==> src/pkg/spmz_consts.svh <==
`ifndef SPMZ_CONSTS_SVH
`define SPMZ_CONSTS_SVH

// Register word indices; byte address is four times the index
`define SPMZ_IDX_RATE_CTRL 8'h87
`define SPMZ_IDX_SER_CTRL 8'h98
`define SPMZ_IDX_SER_BUF 8'h99

// Rate control fields
`define SPMZ_BIT_BAUD_DOUBLE 7
`define SPMZ_BIT_FRAME_ERR_SEL 6

// Serial control fields
`define SPMZ_BIT_MODE_HI 7
`define SPMZ_BIT_MODE_LO 6
`define SPMZ_BIT_MP_RATE 5
`define SPMZ_BIT_RX_EN 4
`define SPMZ_BIT_TX_NINTH 3
`define SPMZ_BIT_RX_NINTH 2
`define SPMZ_BIT_TX_DONE 1
`define SPMZ_BIT_RX_DONE 0

// Reset values
`define SPMZ_RST_BYTE 8'h00

// Timing
`define SPMZ_SYS_CLK_HZ 50000000
`define SPMZ_M0_DIV_SLOW 12
`define SPMZ_M0_DIV_FAST 4
`define SPMZ_M2_DIV 64
`define SPMZ_OVERSAMPLE 16
`define SPMZ_MID_TICK 7
`define SPMZ_LAST_TICK 15

`endif

==> src/pkg/spmz_pkg.sv <==
package spmz_pkg;

  typedef enum logic [2:0] {
    M0_IDLE = 3'b001,
    M0_TX = 3'b010,
    M0_RX = 3'b100
  } spmz_m0_state_type;

  typedef enum logic [1:0] {
    ATX_IDLE = 2'b01,
    ATX_SEND = 2'b10
  } spmz_atx_state_type;

  typedef enum logic [2:0] {
    ARX_IDLE = 3'b001,
    ARX_START = 3'b010,
    ARX_BITS = 3'b100
  } spmz_arx_state_type;

  typedef struct packed {
    logic mode_sel_hi;
    logic mode_sel_lo;
    logic multiproc_rate_select;
    logic rx_enable;
    logic transmit_ninth_bit;
    logic received_ninth_bit;
    logic transmit_done_flag;
    logic receive_done_flag;
  } spmz_scon_type;

  typedef struct packed {
    logic baud_double;
    logic frame_err_select;
  } spmz_rate_type;

endpackage : spmz_pkg

==> src/rtl/spmz_serial_port.sv <==
// The Wishbone slave port is this design's own decision.
`include "spmz_consts.svh"

module spmz_serial_port (
  // System
  input wire logic clk_i,
  input wire logic rst_i,
  // Wishbone slave
  input wire logic cyc_i,
  input wire logic stb_i,
  input wire logic we_i,
  input wire logic [9:0] adr_i,
  input wire logic [3:0] sel_i,
  input wire logic [31:0] dat_i,
  output logic [31:0] dat_o,
  output logic ack_o,
  // Rate source
  input wire logic timer1_ovf_i,
  // Serial pins
  input wire logic rxd_i,
  output logic rxd_o,
  output logic rxd_oe_o,
  output logic txd_o
);

  spmz_pkg::spmz_scon_type scon_r;
  spmz_pkg::spmz_rate_type rate_r;
  spmz_pkg::spmz_m0_state_type m0_state_r;
  spmz_pkg::spmz_atx_state_type atx_state_r;
  spmz_pkg::spmz_arx_state_type arx_state_r;
  logic fe_r;
  logic [7:0] rx_buf_r;
  logic ack_r;
  logic [31:0] dat_r;
  logic [7:0] idx;
  logic req;
  logic wr_en;
  logic wr_ctrl;
  logic wr_rate;
  logic buf_wr;
  logic mode0;
  logic nine;
  logic [1:0] div_cnt_r;
  logic ovf_half_r;
  logic [1:0] m2_last;
  logic tick16;
  logic [2:0] m0_hcnt_r;
  logic [2:0] m0_half;
  logic m0_clk_r;
  logic [2:0] m0_bit_r;
  logic [7:0] m0_sh_r;
  logic m0_step;
  logic m0_tx_done;
  logic m0_rx_done;
  logic ren_prev_r;
  logic m0_rx_go;
  logic [9:0] atx_sh_r;
  logic [3:0] atx_left_r;
  logic [3:0] atx_tick_r;
  logic tx_line_r;
  logic atx_done;
  logic rxd_prev_r;
  logic [3:0] arx_tick_r;
  logic [3:0] arx_cnt_r;
  logic [7:0] arx_sh_r;
  logic arx_sample;
  logic arx_accept;
  logic arx_fe;

  function automatic logic accept_ok(input logic ri, input logic sel, input logic bit9);
    accept_ok = !ri && (!sel || bit9);
  endfunction : accept_ok

  function automatic logic [7:0] reg_read(input logic [7:0] index);
    logic [7:0] v;
    v = `SPMZ_RST_BYTE;
    if (index == `SPMZ_IDX_RATE_CTRL) begin
      v[`SPMZ_BIT_BAUD_DOUBLE] = rate_r.baud_double;
      v[`SPMZ_BIT_FRAME_ERR_SEL] = rate_r.frame_err_select;
    end else if (index == `SPMZ_IDX_SER_CTRL) begin
      v = scon_r;
      v[`SPMZ_BIT_MODE_HI] = rate_r.frame_err_select ? fe_r : scon_r.mode_sel_hi;
    end else if (index == `SPMZ_IDX_SER_BUF) begin
      v = rx_buf_r;
    end
    reg_read = v;
  endfunction : reg_read

  // Bus: ack one cycle after the request, dropped the cycle after
  assign idx = adr_i[9:2];
  assign req = cyc_i && stb_i;
  assign wr_en = req && we_i && ack_r && sel_i[0];
  assign wr_ctrl = wr_en && (idx == `SPMZ_IDX_SER_CTRL);
  assign wr_rate = wr_en && (idx == `SPMZ_IDX_RATE_CTRL);
  assign buf_wr = wr_en && (idx == `SPMZ_IDX_SER_BUF);
  assign ack_o = ack_r;
  assign dat_o = dat_r;

  always_ff @(posedge clk_i or posedge rst_i) begin
    if (rst_i) begin
      ack_r <= 1'b0;
      dat_r <= 32'h00000000;
    end else begin
      ack_r <= req && !ack_r;
      if (req && !ack_r) begin
        dat_r <= {24'h000000, reg_read(idx)};
      end
    end
  end

  assign mode0 = !scon_r.mode_sel_hi && !scon_r.mode_sel_lo;
  assign nine = scon_r.mode_sel_hi;

  // Sixteen ticks per bit for the asynchronous modes
  assign m2_last = rate_r.baud_double ? 2'(`SPMZ_M2_DIV / `SPMZ_OVERSAMPLE / 2 - 1)
                                      : 2'(`SPMZ_M2_DIV / `SPMZ_OVERSAMPLE - 1);
  assign tick16 = scon_r.mode_sel_lo ? (timer1_ovf_i && (rate_r.baud_double || ovf_half_r))
                                     : (div_cnt_r == m2_last);

  always_ff @(posedge clk_i or posedge rst_i) begin
    if (rst_i) begin
      div_cnt_r <= 2'h0;
      ovf_half_r <= 1'b0;
    end else begin
      div_cnt_r <= (div_cnt_r == m2_last) ? 2'h0 : div_cnt_r + 2'h1;
      if (timer1_ovf_i) begin
        ovf_half_r <= !ovf_half_r;
      end
    end
  end

  // Control registers; a hardware set wins over a software clear
  always_ff @(posedge clk_i or posedge rst_i) begin
    if (rst_i) begin
      scon_r <= spmz_pkg::spmz_scon_type'(`SPMZ_RST_BYTE);
      fe_r <= 1'b0;
      rate_r <= spmz_pkg::spmz_rate_type'(2'h0);
    end else begin
      if (wr_rate) begin
        rate_r.baud_double <= dat_i[`SPMZ_BIT_BAUD_DOUBLE];
        rate_r.frame_err_select <= dat_i[`SPMZ_BIT_FRAME_ERR_SEL];
      end
      if (wr_ctrl) begin
        if (!rate_r.frame_err_select) begin
          scon_r.mode_sel_hi <= dat_i[`SPMZ_BIT_MODE_HI];
        end
        scon_r.mode_sel_lo <= dat_i[`SPMZ_BIT_MODE_LO];
        scon_r.multiproc_rate_select <= dat_i[`SPMZ_BIT_MP_RATE];
        scon_r.rx_enable <= dat_i[`SPMZ_BIT_RX_EN];
        scon_r.transmit_ninth_bit <= dat_i[`SPMZ_BIT_TX_NINTH];
      end
      if (arx_fe) begin
        fe_r <= 1'b1;
      end else if (wr_ctrl && rate_r.frame_err_select) begin
        fe_r <= dat_i[`SPMZ_BIT_MODE_HI];
      end
      if (m0_tx_done || atx_done) begin
        scon_r.transmit_done_flag <= 1'b1;
      end else if (wr_ctrl) begin
        scon_r.transmit_done_flag <= dat_i[`SPMZ_BIT_TX_DONE];
      end
      if (m0_rx_done || arx_accept) begin
        scon_r.receive_done_flag <= 1'b1;
      end else if (wr_ctrl) begin
        scon_r.receive_done_flag <= dat_i[`SPMZ_BIT_RX_DONE];
      end
      if (arx_accept) begin
        scon_r.received_ninth_bit <= rxd_i;
      end else if (wr_ctrl) begin
        scon_r.received_ninth_bit <= dat_i[`SPMZ_BIT_RX_NINTH];
      end
    end
  end

  // Receive register; transmit bytes go straight into the shifters
  always_ff @(posedge clk_i or posedge rst_i) begin
    if (rst_i) begin
      rx_buf_r <= `SPMZ_RST_BYTE;
    end else begin
      if (m0_rx_done) begin
        rx_buf_r <= m0_sh_r;
      end else if (arx_accept) begin
        rx_buf_r <= arx_sh_r;
      end
    end
  end

  // Mode 0 shifter: this end always makes the shift clock
  assign m0_half = scon_r.multiproc_rate_select ? 3'(`SPMZ_M0_DIV_FAST / 2)
                                                : 3'(`SPMZ_M0_DIV_SLOW / 2);
  assign m0_step = (m0_state_r != spmz_pkg::M0_IDLE) && (m0_hcnt_r == m0_half - 3'h1);
  assign m0_tx_done = m0_step && m0_clk_r && (m0_bit_r == 3'h7) && (m0_state_r == spmz_pkg::M0_TX);
  assign m0_rx_done = m0_step && m0_clk_r && (m0_bit_r == 3'h7) && (m0_state_r == spmz_pkg::M0_RX);
  assign m0_rx_go = mode0 && scon_r.rx_enable && !ren_prev_r && !scon_r.receive_done_flag;

  always_ff @(posedge clk_i or posedge rst_i) begin
    if (rst_i) begin
      ren_prev_r <= 1'b0;
    end else begin
      ren_prev_r <= scon_r.rx_enable;
    end
  end

  always_ff @(posedge clk_i or posedge rst_i) begin
    if (rst_i) begin
      m0_state_r <= spmz_pkg::M0_IDLE;
      m0_hcnt_r <= 3'h0;
      m0_clk_r <= 1'b1;
      m0_bit_r <= 3'h0;
      m0_sh_r <= 8'h00;
    end else begin
      case (m0_state_r)
        spmz_pkg::M0_IDLE: begin
          m0_hcnt_r <= 3'h0;
          m0_bit_r <= 3'h0;
          if (buf_wr && mode0) begin
            m0_state_r <= spmz_pkg::M0_TX;
            m0_sh_r <= dat_i[7:0];
            m0_clk_r <= 1'b0;
          end else if (m0_rx_go) begin
            m0_state_r <= spmz_pkg::M0_RX;
            m0_clk_r <= 1'b0;
          end
        end
        default: begin
          m0_hcnt_r <= m0_step ? 3'h0 : m0_hcnt_r + 3'h1;
          if (m0_step && !m0_clk_r) begin
            m0_clk_r <= 1'b1;
            if (m0_state_r == spmz_pkg::M0_RX) begin
              m0_sh_r <= {rxd_i, m0_sh_r[7:1]};
            end
          end else if (m0_step) begin
            if (m0_bit_r == 3'h7) begin
              m0_state_r <= spmz_pkg::M0_IDLE;
            end else begin
              m0_clk_r <= 1'b0;
              m0_bit_r <= m0_bit_r + 3'h1;
              if (m0_state_r == spmz_pkg::M0_TX) begin
                m0_sh_r <= {1'b0, m0_sh_r[7:1]};
              end
            end
          end
        end
      endcase
    end
  end

  assign rxd_o = m0_sh_r[0];
  assign rxd_oe_o = (m0_state_r == spmz_pkg::M0_TX);
  assign txd_o = mode0 ? m0_clk_r : tx_line_r;

  // Asynchronous transmitter; writes while busy are ignored and reload nothing
  assign atx_done = (atx_state_r == spmz_pkg::ATX_SEND) && tick16 && (atx_tick_r == 4'(`SPMZ_LAST_TICK))
                    && (atx_left_r == 4'h1);

  always_ff @(posedge clk_i or posedge rst_i) begin
    if (rst_i) begin
      atx_state_r <= spmz_pkg::ATX_IDLE;
      atx_sh_r <= 10'h3FF;
      atx_left_r <= 4'h0;
      atx_tick_r <= 4'h0;
      tx_line_r <= 1'b1;
    end else begin
      case (atx_state_r)
        spmz_pkg::ATX_IDLE: begin
          tx_line_r <= 1'b1;
          if (buf_wr && !mode0) begin
            atx_state_r <= spmz_pkg::ATX_SEND;
            tx_line_r <= 1'b0;
            atx_sh_r <= {1'b1, nine ? scon_r.transmit_ninth_bit : 1'b1, dat_i[7:0]};
            atx_left_r <= nine ? 4'hA : 4'h9;
            atx_tick_r <= 4'h0;
          end
        end
        default: begin
          if (tick16) begin
            atx_tick_r <= atx_tick_r + 4'h1;
            if (atx_tick_r == 4'(`SPMZ_LAST_TICK)) begin
              if (atx_left_r == 4'h0) begin
                atx_state_r <= spmz_pkg::ATX_IDLE;
                tx_line_r <= 1'b1;
              end else begin
                tx_line_r <= atx_sh_r[0];
                atx_sh_r <= {1'b1, atx_sh_r[9:1]};
                atx_left_r <= atx_left_r - 4'h1;
              end
            end
          end
        end
      endcase
    end
  end

  // Asynchronous receiver
  assign arx_sample = (arx_state_r == spmz_pkg::ARX_BITS) && tick16 && (arx_tick_r == 4'(`SPMZ_LAST_TICK));
  assign arx_accept = arx_sample && (arx_cnt_r == 4'h8)
                      && accept_ok(scon_r.receive_done_flag, scon_r.multiproc_rate_select, rxd_i);
  assign arx_fe = arx_sample && !rxd_i && (arx_cnt_r == (nine ? 4'h9 : 4'h8));

  always_ff @(posedge clk_i or posedge rst_i) begin
    if (rst_i) begin
      rxd_prev_r <= 1'b1;
    end else begin
      rxd_prev_r <= rxd_i;
    end
  end

  always_ff @(posedge clk_i or posedge rst_i) begin
    if (rst_i) begin
      arx_state_r <= spmz_pkg::ARX_IDLE;
      arx_tick_r <= 4'h0;
      arx_cnt_r <= 4'h0;
      arx_sh_r <= 8'h00;
    end else begin
      case (arx_state_r)
        spmz_pkg::ARX_IDLE: begin
          arx_tick_r <= 4'h0;
          arx_cnt_r <= 4'h0;
          if (!mode0 && scon_r.rx_enable && rxd_prev_r && !rxd_i) begin
            arx_state_r <= spmz_pkg::ARX_START;
          end
        end
        spmz_pkg::ARX_START: begin
          if (tick16) begin
            arx_tick_r <= arx_tick_r + 4'h1;
            if (arx_tick_r == 4'(`SPMZ_MID_TICK)) begin
              arx_tick_r <= 4'h0;
              arx_state_r <= rxd_i ? spmz_pkg::ARX_IDLE : spmz_pkg::ARX_BITS;
            end
          end
        end
        default: begin
          if (tick16) begin
            arx_tick_r <= arx_tick_r + 4'h1;
          end
          if (arx_sample) begin
            arx_cnt_r <= arx_cnt_r + 4'h1;
            if (arx_cnt_r < 4'h8) begin
              arx_sh_r <= {rxd_i, arx_sh_r[7:1]};
            end
            if (arx_cnt_r == (nine ? 4'h9 : 4'h8)) begin
              arx_state_r <= spmz_pkg::ARX_IDLE;
            end
          end
        end
      endcase
    end
  end
endmodule : spmz_serial_port

==> config.mk <==
export PLATFORM = sky130hd
export DESIGN_NAME = spmz_serial_port
export DESIGN_NICKNAME = d
export VERILOG_FILES = /design/src/pkg/spmz_pkg.sv /design/src/rtl/spmz_serial_port.sv
export VERILOG_INCLUDE_DIRS = /design/src /design/src/pkg
export SDC_FILE = /design/constraint.sdc
export NUM_CORES = 1
export LEC_CHECK = 0
export ABC_AREA = 1
export BUFFER_PORTS_ARGS = -buffer_cell sky130_fd_sc_hd__buf_2
export CORE_MARGIN = 2
export CORE_UTILIZATION = 51
export DETAILED_ROUTE_END_ITERATION = 12
export PLACE_DENSITY = 0.77
export SLEW_MARGIN = 20
export SYNTH_ARGS = -nofsm -noshare
export SYNTH_HDL_FRONTEND = slang
export SYNTH_SLANG_ARGS = --single-unit
export TNS_END_PERCENT = 5
==> constraint.sdc <==
create_clock -name clk_i -period 3.4 [get_ports clk_i]
set_input_delay 1.02 -clock clk_i [delete_from_list [all_inputs] [get_ports clk_i]]
set_output_delay 1.02 -clock clk_i [all_outputs]
set_load 0.02 [all_outputs]
Word-level counts from Yosys, hierarchy flattened
Index checks and enable logic that the tools add are counted.

$add $sub $neg: 8. Magnitude comparators: 1. Equality and inequality tests: 32. Mux-type cells: 84. Bitwise logic cells: 3. Reduce and logical (&&, ||, !) cells: 80.

Operators by type and width (count): 2-to-1 mux 8 bit (11); 2-to-1 mux 3 bit (19); 2-to-1 mux 10 bit (5); 2-to-1 mux 4 bit (12); logical AND 1 bit (35); == test 8 bit, second input constant (3); 2-to-1 mux 1 bit (24); nonzero test 2 bit (12); 2-to-1 mux 2 bit (9); case mux 4 bit (2 select lines) (2); adder 4 x 1 -> 4 bit, second input constant (3); == test 4 bit, second input constant (3); AND reduction 4 bit (3); nonzero test 3 bit (4); logical NOT 1 bit (10); inequality test 2 bit, second input constant (5); AND reduction 2 bit (5); AND reduction 5 bit (2); == test 3 bit, second input constant (3); AND reduction 3 bit (3); adder 3 x 1 -> 3 bit, second input constant (2); == test 3 x 1 -> 1 bit, second input constant (2); == test 3 x 2 -> 1 bit, second input constant (2); 2-to-1 mux 6 bit (1); other kinds (20) (28).

Flip-flop bits (word level): 91. Input bits: 53. Output and inout port bits: 36. Logic and storage cells: 240.

Depth between registers and ports, before layout
Depth in word-level cells: 9. Mapped depth: 11. Depth with buffers taken out: 11.

Worst setup path after synthesis
OpenSTA, ideal clock, no wires.

Path kind: flip-flop to output port. Start: register scon_r, in the netlist nine. End: output txd_o. Arrival: 1242 ps. Data required time: 2380 ps. Setup slack: 1138 ps. Cell stages (with the launch flop): 4. Path buffers: 0. Cell sequence: dfrtp_1 nor2_1 inv_1 o21ai_0.

Cells in the longest elaborated chain, start to end: 3.

Ends and longest elaborated chain: start, declared (RTL line spmz_serial_port.sv:26) `spmz_pkg::spmz_scon_type scon_r;`; start signal, assigned (RTL line spmz_serial_port.sv:135) `` scon_r <= spmz_pkg::spmz_scon_type'(`SPMZ_RST_BYTE); ``; logical NOT 1 bit (RTL line spmz_serial_port.sv:111) `assign mode0 = !scon_r.mode_sel_hi && !scon_r.mode_sel_lo;`; logical AND 1 bit (RTL line spmz_serial_port.sv:111); 2-to-1 mux 1 bit (RTL line spmz_serial_port.sv:250) `assign txd_o = mode0 ? m0_clk_r : tx_line_r;`; end, declared (RTL line spmz_serial_port.sv:23) `output logic txd_o`.

Every way passes these cells.

Final worst setup path
Ends and elaborated chain as after synthesis.

==> flow_summary.yaml <==
run_status:
  status: "complete, no violations"
floorplanning:
  die_h_um: 103.7
  pin_count: 89
  fp.dieArea_mm2: 0.01074
  fp.coreArea_mm2: 0.009684
  initial_utilization_pct: 52.30
  chipWidth_um: 103.7
  rows: 36
setup_path:
  crit_path_cell_trace: "nor2_1 > inv_1 > o21ai_0 > buf_2"
  worstSetupPathType: "reg2out"
  worst-path-buf-inv: 2
  start_kind: "flip-flop"
  path_delay_family: "flip-flops"
  critical-path-max-stage-delay_ns: 0.47
  crit_fanout: 6
  cp.required_ns: 2.38
  arrival_ns: 1.84
  end_kind: "output port"
  worst_path_max_delay_cell: "dfrtp_1"
synth:
  syn-cell-area_mm2: 0.005065
  synth_common_cells: "nand2_1, inv_1, dfrtp_1"
  synth_area_leaders: "dfrtp_1, nand2_1, dfstp_2, inv_1, nand3_1"
  ys.flop_type: "dfrtp_1"
  avgSynthCellArea_um2: 7.756
  synth_cell_types: 38
  synth_simple_gate_area_share_pct: 30.01
  yosysTopAreaCellShare_pct: 37.06
  synthMuxAreaShare_pct: 0
  ys.warnings.count: 0
  synth-adder-area-share_pct: 2.717
  yosys_register_bits: 90
  synth_edf_count: 0
  yosysTopAreaCell: "dfrtp_1"
  synth_compound_area_share_pct: 8.646
  synth_seq_area_share_pct: 44.84
  synth_top_family_by_area: "simple AND/OR/NAND/NOR gates"
  synthArstFlopShare_pct: 100.0
  synth_xor_area_share_pct: 1.383
  syn-instance-count: 653
  synthMostInstantiatedCell: "nand2_1"
global_routing:
  grt_usage_pct: 20.63
  antenna_found_initial: 0
  grt_overflow: 0
  grt_max_degree: 59
  grt_pass1_vias: 4043
  grt_first_pass_wirelength_um: 18240
clock_tree:
  cts.sinks: 90
  post-cts-setup-buffer-count: 0
  clkSlewWorstSetupHoldPaths_ns: 0.09
  ctsResizeCount: 0
  ctsHoldBuffers: 0
  cts_made_buffers: 9
  htree_levels: 3
  clk_latency_ns: 0.36
  root_buffer: "clkbuf_8"
  clockBufferDepth: 2
  cts_tree: "built"
detailed_routing:
  final_antenna_net_count: 0
  avgRoutedWirePerCell_um: 12.80
  vias_per_cell: 5.012
  dr.pass1.iters: 5
  drc: 0
  drtIter0Drc: 254
  wl_um: 10560
  num_vias: 4135
sta:
  hold_viol_final: 0
  fmax_ghz: 0.3499
  slew_headroom_pct: 59.46
  setup_slack_ns: 0.5422
  clock_skew_ns: 0.01285
  worst_slew_pin_slew_ns: 0.6059
  period_needed_ns: 2.858
  setup-violations-final: 0
  rsz0062_at_grt: "false"
  fin_setup_tns_ns: 0
  min_period_over_period_pct: 84.05
  slew_violations: 0
final_layout:
  fillerInstances: 887
  nets: 751
  area_growth_pct: 7.905
  final_util_pct: 56.43
  num_antenna_cells: 0
  drive_gt1_share_pct: 14.31
place:
  dpl.hpwl_um: 7758
  portBuffers: 35
  gp_congestion: 0.8282
  place_ws_ns: 0.9318
power:
  cellLeakagePower_nw: 2.886
  ir_drop_uv: 225.3
  powerDensity_mw_per_mm2: 500.9
job:
  max-cap-violations: 0
worst_hold_path:
  hp-class: "reg2reg"
## worst reg2reg max path: stages (launching register included)
cell and delay, ns:
dfrtp_1 0.45, inv_1 0.08, nand3_2 0.31, nand2_1 0.15, nor2_2 0.43, nand2_4 0.17, nand2_4 0.20, inv_1 0.10
nand2_1 0.07, nand2_1 0.05
## flip-flops by register name, summed over array words and instances (netlist names), 3 cells and up
| signal | flops |
|---|---|
| rx_buf_r | 8 |
| arx_state_r | 3 |
| m0_bit_r | 3 |
| m0_sh_r | 8 |
| atx_sh_r | 9 |
| m0_hcnt_r | 3 |
| dat_o | 8 |
| arx_tick_r | 4 |
| scon_r | 7 |
| atx_left_r | 4 |
| arx_sh_r | 8 |
| atx_tick_r | 4 |
| m0_state_r | 3 |
| arx_cnt_r | 4 |
## routing by layer
metal | part of all wire (%) | track usage [%]
met1 | 45 | 27.47
met2 | 47 | 33.96
met3 | 5.7 | 3.272
met4 | 1.8 | 8.108
met5 | 0 | 0
## metrics by stage
stage	std cells	total power, mW	hold slack [ns]	cell area (µm²)
after floorplan	676	1.810	0.3746	5151
after global placement	809	1.888	0.3922	5235
after detailed placement	809	1.929	0.3989	5235
after CTS	825	2.759	0.4126	5465
after global routing	825	2.898	0.4196	5465
final	825	2.738	0.4162	5465
## layout make-up
type                            instances  area (µm²)  area share [%]
Clock buffer                           12       155.1           2.839
Clock inverter                          4       75.07           1.374
Sequential cell                        90        2271           41.55
Inverter                               90       339.1           6.204
Timing Repair Buffer                   37       202.7           3.709
Multi-Input combinational cell        459        2256           41.28
Tap cell                              133       166.4           3.045
## kinds of logic (layout without fill, tap and decap cells)
group,Yosys count,in the layout
AO/OA/AOI/OAI,81,81
XOR/XNOR,8,8
adder cells (fa/ha/maj),11,11
buffers and inverters,127,143
flip-flops,90,90
other,1,24
AND/OR/NAND/NOR,335,335
## power breakdown
| group | internal, mW | total, mW | leakage [nW] | switching, mW |
|---|---|---|---|---|
| combinational | 0.199 | 0.619 | 1.66 | 0.420 |
| sequential | 1.19 | 1.29 | 1.12 | 0.0920 |
| clock | 0.455 | 0.832 | 0.109 | 0.378 |
| total | 1.85 | 2.74 | 2.89 | 0.890 |
## placed cells by master (no fill, tap or decap), drive strengths merged, types with 2 or more instances in the layout
| master | instances |
|---|---|
| buf | 37 |
| xor2 | 5 |
| nand4 | 3 |
| clkinvlp | 2 |
| dfrtp | 75 |
| inv | 89 |
| nand3b | 2 |
| xnor2 | 3 |
| ha | 11 |
| conb | 24 |
| bufinv | 2 |
| a21oi | 7 |
| clkbuf | 12 |
| o21ai | 63 |
| o22ai | 5 |
| nor2 | 42 |
| nand2 | 212 |
| o21bai | 2 |
| nand3 | 67 |
| nor3 | 7 |
| dfstp | 15 |
## final timing paths
kind | startpoint | end | slack [ns] | cells after the start
max | nine | txd_o | 0.54 | 4
min | scon_r[4] | ren_prev_r | 0.42 | 0
max reg2reg | m0_state_r[1] | rx_buf_r[7] | 1.30 | 9
min reg2reg | scon_r[4] | ren_prev_r | 0.42 | 0
max in group asynchronous | rst_i | rxd_prev_r | 1.97 | 3
min in group asynchronous | rst_i | arx_sh_r[4] | 0.69 | 2
No activity file was read; power rests on OpenSTA's default activity.
